$ cat config.mk
export PLATFORM = sky130hd
export DESIGN_NAME = option_slot_port
export DESIGN_NICKNAME = d
export VERILOG_FILES = /design/src/option_slot_pkg.sv /design/src/option_slot_fifo.sv /design/src/option_slot_port.sv
export VERILOG_INCLUDE_DIRS = /design/src
export SDC_FILE = /design/constraint.sdc
export NUM_CORES = 1
export LEC_CHECK = 0
export BUFFER_PORTS_ARGS = -buffer_cell sky130_fd_sc_hd__buf_2
export CAP_MARGIN = 30
export CORE_MARGIN = 5
export CORE_UTILIZATION = 43
export CTS_CLUSTER_SIZE = 14
export DETAILED_ROUTE_END_ITERATION = 6
export HOLD_SLACK_MARGIN = 0.12
export MAX_ROUTING_LAYER = met4
export PLACE_DENSITY = 0.67
export SETUP_SLACK_MARGIN = 0.15
export SYNTH_ARGS = -nofsm -noshare
export SYNTH_HDL_FRONTEND = slang
export SYNTH_SLANG_ARGS = --single-unit
$ cat constraint.sdc
create_clock -name sys_clk -period 4.22 [get_ports sys_clk]
set_input_delay 0.844 -clock sys_clk [delete_from_list [all_inputs] [get_ports sys_clk]]
set_output_delay 0.844 -clock sys_clk [all_outputs]
set_load 0.03 [all_outputs]
$ cat src/option_slot_consts.svh
// Constants for the option slot I/O write and DMA read port.
`ifndef OPTION_SLOT_CONSTS_SVH
`define OPTION_SLOT_CONSTS_SVH
`define AD_W 32
`define MASK_LSB 1
`define MASK_MSB 4
`define WADDR_LSB 5
`define WADDR_MSB 31
`define DEC_BITS 4
`define DMA_HI_MSB 4
`define LEN_W 7
`define MAX_WORDS 7'h40
`define BOUND_WORDS 12'h200
`define FIFO_DEPTH 32
`define FIFO_AW 5
`define TIMEOUT_CYCLES 16'h07d0
`endif

$ cat src/option_slot_pkg.sv
// Types for the option slot I/O write and DMA read port.
package option_slot_pkg;
   typedef enum logic [2:0] {
      DMA_IDLE,
      DMA_REQ,
      DMA_ADDR,
      DMA_WAIT,
      DMA_DATA,
      DMA_FLUSH
   } dma_state_t;

   typedef struct packed {
      logic sel_n;
      logic write_n;
      logic ack_n;
      logic err_n;
   } ctl_in_t;

   typedef struct packed {
      logic [3:0] be;
      logic [3:0] index;
      logic [31:0] data;
   } io_word_t;

   typedef struct packed {
      logic [31:0] addr;
      logic [6:0] words;
   } dma_cmd_t;
endpackage

$ cat src/option_slot_fifo.sv
// Parameterised FIFO for DMA read words.
`timescale 1ns/1ps
module option_slot_fifo #(
   parameter int WIDTH = 32,
   parameter int DEPTH = 32,
   parameter int AW = 5
) (
   input wire logic sys_clk,
   input wire logic sys_rst,
   input wire logic clk_en,
   input wire logic in_valid,
   output logic in_ready,
   input wire logic [WIDTH-1:0] in_data,
   output logic out_valid,
   input wire logic out_ready,
   output logic [WIDTH-1:0] out_data
);
   logic [WIDTH-1:0] mem [DEPTH];
   logic [AW-1:0] wp_q;
   logic [AW-1:0] rp_q;
   logic [AW:0] cnt_q;
   logic push;
   logic pop;
   assign in_ready = (cnt_q != (AW+1)'(DEPTH));
   assign out_valid = (cnt_q != '0);
   assign out_data = mem[rp_q];
   assign push = in_valid && in_ready;
   assign pop = out_valid && out_ready;
   always_ff @(posedge sys_clk) begin
      if (sys_rst) begin
         wp_q <= '0;
         rp_q <= '0;
         cnt_q <= '0;
      end else if (clk_en) begin
         if (push) begin
            mem[wp_q] <= in_data;
            wp_q <= wp_q + 1'b1;
         end
         if (pop) begin
            rp_q <= rp_q + 1'b1;
         end
         cnt_q <= cnt_q + (AW+1)'(push) - (AW+1)'(pop);
      end
   end
endmodule

$ cat src/option_slot_port.sv
// Option slot I/O write slave and DMA read master.
// How it works
// - Mask bit one blocks that byte lane
// - Capture address on select, then decode
// - Data cycle repeats until ready given
// - Ready pulse captures data, clash optional
// - Ready drops in the idle cycle
// - Word address decoded from few low bits
// - Words are 32 bits, length capped
// - Read words accepted every cycle
// - Never both requests at once
// - Request held until grant seen
// - Request held one cycle per word
// - Address cycle carries 32-bit address
// - Transfers never cross 2048-byte boundary
// - Fault ends transfer next cycle
// - Stale grant after abort is ignored
// - Address after grant, capture on grant
// - One-word request drops during latency
// - Clash only with ready while selected
`timescale 1ns/1ps
`include "option_slot_consts.svh"
module option_slot_port (
   input wire logic sys_clk,
   input wire logic sys_rst,
   input wire logic clk_en,
   input wire logic [31:0] ad_in,
   output logic [31:0] ad_out,
   output logic ad_oe,
   input wire option_slot_pkg::ctl_in_t ctl_pin,
   output logic io_ready_n,
   output logic io_busy_clash_n,
   output logic dma_fetch_request_n,
   output logic dma_store_request_n,
   input wire logic io_wr_stall,
   output logic io_wr_valid,
   output option_slot_pkg::io_word_t io_wr_word,
   input wire logic cmd_valid,
   output logic cmd_ready,
   input wire option_slot_pkg::dma_cmd_t cmd,
   output logic rd_valid,
   input wire logic rd_ready,
   output logic [31:0] rd_data,
   output logic dma_fault_seen,
   output logic dma_done
);
   import option_slot_pkg::*;

   // ****************************************
   // State.
   // ****************************************
   typedef struct packed {
      ctl_in_t c1;
      ctl_in_t c2;
      logic [31:0] a1;
      logic [31:0] a2;
      logic sel_seen;
      logic rdy;
      logic clash;
      io_word_t word;
      logic word_v;
      dma_state_t st;
      logic [6:0] left;
      logic [6:0] got;
      logic [31:0] addr;
      logic [31:0] aout;
      logic aoe;
      logic req;
      logic fault;
      logic done;
      logic served;
      logic [6:0] total;
   } state_t;

   state_t q;
   state_t d;
   logic fifo_in_ready;
   logic fifo_push;

   // Number of words allowed from an address before the 2048-byte boundary.
   function automatic logic [6:0] room(input logic [31:0] a, input logic [6:0] n);
      logic [11:0] r;
      logic [6:0] m;
      r = `BOUND_WORDS - {3'h0, a[`WADDR_LSB+8:`WADDR_LSB]};
      m = (n > `MAX_WORDS) ? `MAX_WORDS : n;
      room = (r < {5'h00, m}) ? r[6:0] : m;
   endfunction

   // ****************************************
   // Next state.
   // ****************************************
   always_comb begin
      d = q;
      d.c1 = ctl_pin;
      d.c2 = q.c1;
      d.a1 = ad_in;
      d.a2 = q.a1;
      d.word_v = 1'b0;
      d.fault = 1'b0;
      d.done = 1'b0;
      fifo_push = 1'b0;
      cmd_ready = 1'b0;
      // I/O write slave.
      if (q.c2.sel_n || q.c2.write_n) begin
         d.sel_seen = 1'b0;
         d.served = 1'b0;
         d.rdy = 1'b0;
         d.clash = 1'b0;
      end else if (!q.sel_seen) begin
         d.sel_seen = 1'b1;
         d.word.index = q.a2[`WADDR_LSB+`DEC_BITS-1:`WADDR_LSB];
         d.word.be = ~q.a2[`MASK_MSB:`MASK_LSB];
      end else if (!q.rdy && !q.served && !io_wr_stall) begin
         // One ready per selection; the late deselect must not trigger a second one.
         d.served = 1'b1;
         d.rdy = 1'b1;
         d.clash = (q.st != DMA_IDLE);
         d.word.data = q.a2;
         d.word_v = 1'b1;
      end else begin
         d.rdy = 1'b0;
         d.clash = 1'b0;
      end
      // DMA read master.
      case (q.st)
         DMA_IDLE: begin
            d.aoe = 1'b0;
            cmd_ready = 1'b1;
            if (cmd_valid && cmd.words != 7'h00) begin
               d.addr = cmd.addr;
               d.left = room(cmd.addr, cmd.words);
               d.total = room(cmd.addr, cmd.words);
               d.got = 7'h00;
               d.req = 1'b1;
               d.st = DMA_REQ;
            end
         end
         DMA_REQ: begin
            if (!q.c2.ack_n && fifo_in_ready) begin
               d.aoe = 1'b1;
               d.aout = {q.addr[31:5], q.addr[4:0]};
               d.left = q.left - 7'h01;
               d.req = (q.left != 7'h01);
               d.st = DMA_ADDR;
            end
         end
         DMA_ADDR: begin
            d.aoe = 1'b0;
            d.left = (q.left == 7'h00) ? 7'h00 : q.left - 7'h01;
            d.req = (q.left > 7'h01);
            d.st = DMA_WAIT;
         end
         DMA_WAIT, DMA_DATA: begin
            if (q.left != 7'h00) begin
               d.left = q.left - 7'h01;
               d.req = (q.left > 7'h01);
            end
            if (!q.c2.err_n) begin
               d.req = 1'b0;
               d.fault = 1'b1;
               d.st = DMA_FLUSH;
            end else if (!q.c2.ack_n) begin
               fifo_push = 1'b1;
               d.got = q.got + 7'h01;
               d.st = DMA_DATA;
               if (q.got + 7'h01 == q.total) begin
                  d.done = 1'b1;
                  d.req = 1'b0;
                  d.st = DMA_FLUSH;
               end
            end
         end
         default: begin
            d.req = 1'b0;
            if (q.c2.ack_n) begin
               d.st = DMA_IDLE;
            end
         end
      endcase
   end

   // ****************************************
   // Registers.
   // ****************************************
   always_ff @(posedge sys_clk) begin
      if (sys_rst) begin
         q <= '0;
         q.c1 <= 4'hf;
         q.c2 <= 4'hf;
         q.st <= DMA_IDLE;
      end else if (clk_en) begin
         q <= d;
      end
   end

   // ****************************************
   // Read buffer.
   // ****************************************
   option_slot_fifo #(
      .WIDTH(`AD_W),
      .DEPTH(`FIFO_DEPTH),
      .AW(`FIFO_AW)
   ) read_fifo (
      .sys_clk(sys_clk),
      .sys_rst(sys_rst),
      .clk_en(clk_en),
      .in_valid(fifo_push),
      .in_ready(fifo_in_ready),
      .in_data(q.a2),
      .out_valid(rd_valid),
      .out_ready(rd_ready),
      .out_data(rd_data)
   );

   // ****************************************
   // Outputs.
   // ****************************************
   assign ad_out = q.aout;
   assign ad_oe = q.aoe;
   assign io_ready_n = ~q.rdy;
   assign io_busy_clash_n = ~(q.clash && q.rdy);
   assign dma_fetch_request_n = ~q.req;
   assign dma_store_request_n = 1'b1;
   assign io_wr_valid = q.word_v;
   assign io_wr_word = q.word;
   assign dma_fault_seen = q.fault;
   assign dma_done = q.done;
endmodule

==> impl_metrics.ini <==
[run_status]
status = finished, final reports clean

[timing]
fin_crit_sh_pct = 94.5
finalHoldViolations = 0
rsz0062_at_grt = true
worst_pin_slew_ns = 1.00
setup_violations = 0
period_needed_ns = 3.99
slew_violations = 0
timing.fmax_mhz = 251
finalClockSkew_ns = 0.0243
hold_ws_ns = 0.354
fin_ws_ns = 0.232
max-slew-margin-rel_pct = 33.3
fin_setup_tns_ns = 0

[hold_path]
hp-class = in2reg
worst_hold_path.num_cells = 3
whs_endpoint = d[201]$_SDFFE_PP1P_
hp-start = ctl_pin[0]

[worst_setup_path]
critPathKind = reg2out
cpPeakStageDelay_ns = 0.53
crit_chain = clkbuf_8 > clkbuf_16 > buf_4 > mux4_2 > mux4_2 > mux2_2 > buf_2
reg2regPathDepth = 7
critPathRequiredTime_ns = 3.38
crit_buf_inv = 4
worst_path_most_repeated_cell = mux4_2
timing.rr.end = read_fifo.mem[15][21]$_DFFE_PP_
slowest_stage = mux4_2
cp_max_fo = 4
critical-path-top-delay-family = multiplexers
crit_path_start_kind = flip-flop
cp.arrival_ns = 3.14
cp-end-kind = output pin
r2r-start = q[92]$_SDFFE_PP0P_
r2r_slack_ns = 0.55

[detailed_routing]
viasPerCell = 5.58
ant_nets = 0
drc_errors = 0
wire_per_inst_um = 25.6
num_vias = 25200
drtIter0Drc = 2485
drt_wl_total_um = 116000
dr.pass1.iters = 5

[global_routing]
grt.overflow.total = 0
grt_pass1_vias = 26100
grt_pass1_wl_um = 170000
grt_start_max_net_pins = 190
antenna_found_initial = 6
track_usage_pct = 19.4

[floorplan]
start_util_pct = 43.4
die_x_um = 348
ios = 195
rows = 123
core_sq_um = 113000
fp.dieArea_sq_um = 121000
die_h_um = 348

[logic_synthesis]
async_reset_ff_share_pct = 0
synth_ff_type = edfxtp_1
synth-seq-cells = 1254
synth_top_area_share_pct = 62.8
synth_cells = 2653
synth_edf_count = 1024
avgSynthCellArea_sq_um = 18.5
synth_area_leaders = edfxtp_1 63%, mux4_2 15%, dfxtp_1 9.4%
synth_top_cell_by_area = edfxtp_1
syn-cell-area_sq_um = 49000
syn_nets = 2759
synthDistinctLibCells = 64
yosysSeqAreaShare_pct = 72.2
yosys_warnings = 0

[placement]
finalWeightedCongestion = 0.859
dp.cells = 4242
place_ws_ns = 0.481
io_buffers = 193
dp_hpwl_um = 66300
place_area_sq_um = 52700

[cts]
cts.sinks = 1254
cts-root-buf = clkbuf_16
cts_tree = built
htreeDepth = 4
cts_buffers = 132
cts-hold-fix-buffers = 0
clkSlewWorstSetupHoldPaths_ns = 0.06
insertion_delay_ns = 0.73
clk_path_buf_depth = 3

[layout]
layout.cells.non_filler = 4516
fin_util_pct = 50.9
layout_common_cells = 1024 x edfxtp_1, 320 x mux4_2, 225 x dfxtp_1
syn_to_final_growth_pct = 17.2
layout_commonest_cell = edfxtp_1
layout.nets = 3016
n_fill_cell = 8883
finalInstanceArea_sq_um = 57400
drive_above_1_share_pct = 30.8

[pwr]
finalPower_mw = 27.1
power_density_nw_per_um2 = 473
leakagePower_nw = 17.3
peakVddDrop_v = 0.000400

[job]
cap_viol_max_count = 0
==> what timing repair did <==
| action | CTS | global route |
|---|---|---|
| cloned | 1 | 5 |
| endpoints found under the setup margin | 32 | 25 |
| gates resized for setup | 4 | 5 |
| buffers inserted | 8 | 11 |
| hold endpoints to repair | 0 | 0 |
==> worst max path at each step <==
stage	from	endpoint	slack, ns	cells past startpoint
final	flip-flop	rd_data[6]	0.23	7
after CTS	flip-flop	rd_data[20]	0.11	6
after detailed placement	cmd[12]	q[85]$_SDFFE_PP0P_	0.48	11
after global routing	flip-flop	rd_data[25]	0.14	8
after global placement	cmd[12]	q[87]$_SDFFE_PP0P_	0.51	11
after floorplan	clk_en	read_fifo.mem[31][0]$_DFFE_PP_	0.69	6
==> cells by family after synthesis <==
group                    share of synthesized area [%]
buffers and inverters                             2.68
AO/OA/AOI/OAI                                     2.22
multiplexers                                      17.8
XOR/XNOR                                         0.536
flip-flops                                        72.2
AND/OR/NAND/NOR                                   3.93
adder cells (fa/ha/maj)                          0.654
other                                          0.00765
==> synthesized netlist by cell type, types with 30 or more instances <==
cell type and instances:
a21oi_1 101, buf_2 30, buf_4 79, clkbuf_1 81, dfxtp_1 230, edfxtp_1 1024
mux2_2 33, mux2i_1 115, mux4_2 320, nand2_1 174, nor2_1 187
==> worst register-to-register path, stage by stage (launching register included) <==
cell and delay, ns:
dfxtp_1 0.65, or3b_4 0.49, a21oi_2 0.25, and3_1 0.39
and2_1 0.24, nand2_1 0.48, nor2_4 0.49, buf_12 0.31
==> area by class of cell <==
type                            instances  area (sq um)  area share, %
Timing Repair Buffer                  343          3360           5.85
Clock buffer                          176          3600           6.27
Multi-Input combinational cell       1154         12600           21.9
Inverter                               25          93.8          0.163
Clock inverter                         56           531          0.924
Antenna cell                            8          20.0         0.0349
Sequential cell                      1254         35400           61.6
Tap cell                             1500          1880           3.27
==> registers in the layout, summed over array words and instances, names as in the netlist, named ones only <==
register,count
io_wr_valid,1
d,36
ad_out,32
read_fifo.mem,1024
dma_fault_seen,1
read_fifo.wp_q,5
read_fifo.cnt_q,6
dma_done,1
io_wr_word,40
read_fifo.rp_q,5
q,97
ad_oe,1
==> power breakdown <==
part           switching, mW  internal, mW  total [mW]  leakage (nW)
logic                   1.26          1.30        2.56          5.22
registers              0.104          13.4        13.5          10.1
clock network           4.63          6.45        11.1          2.02
==> routing by layer <==
metal  routed length, um  global-route usage [%]  vias up
li1                    -                       -    10900
met1               48200                    26.3    13200
met2               56700                    30.5      939
met3                8900                    4.42      145
met4                1720                    4.20        0
met5                   0                       -        -
No activity file was read; power rests on OpenSTA's default activity.
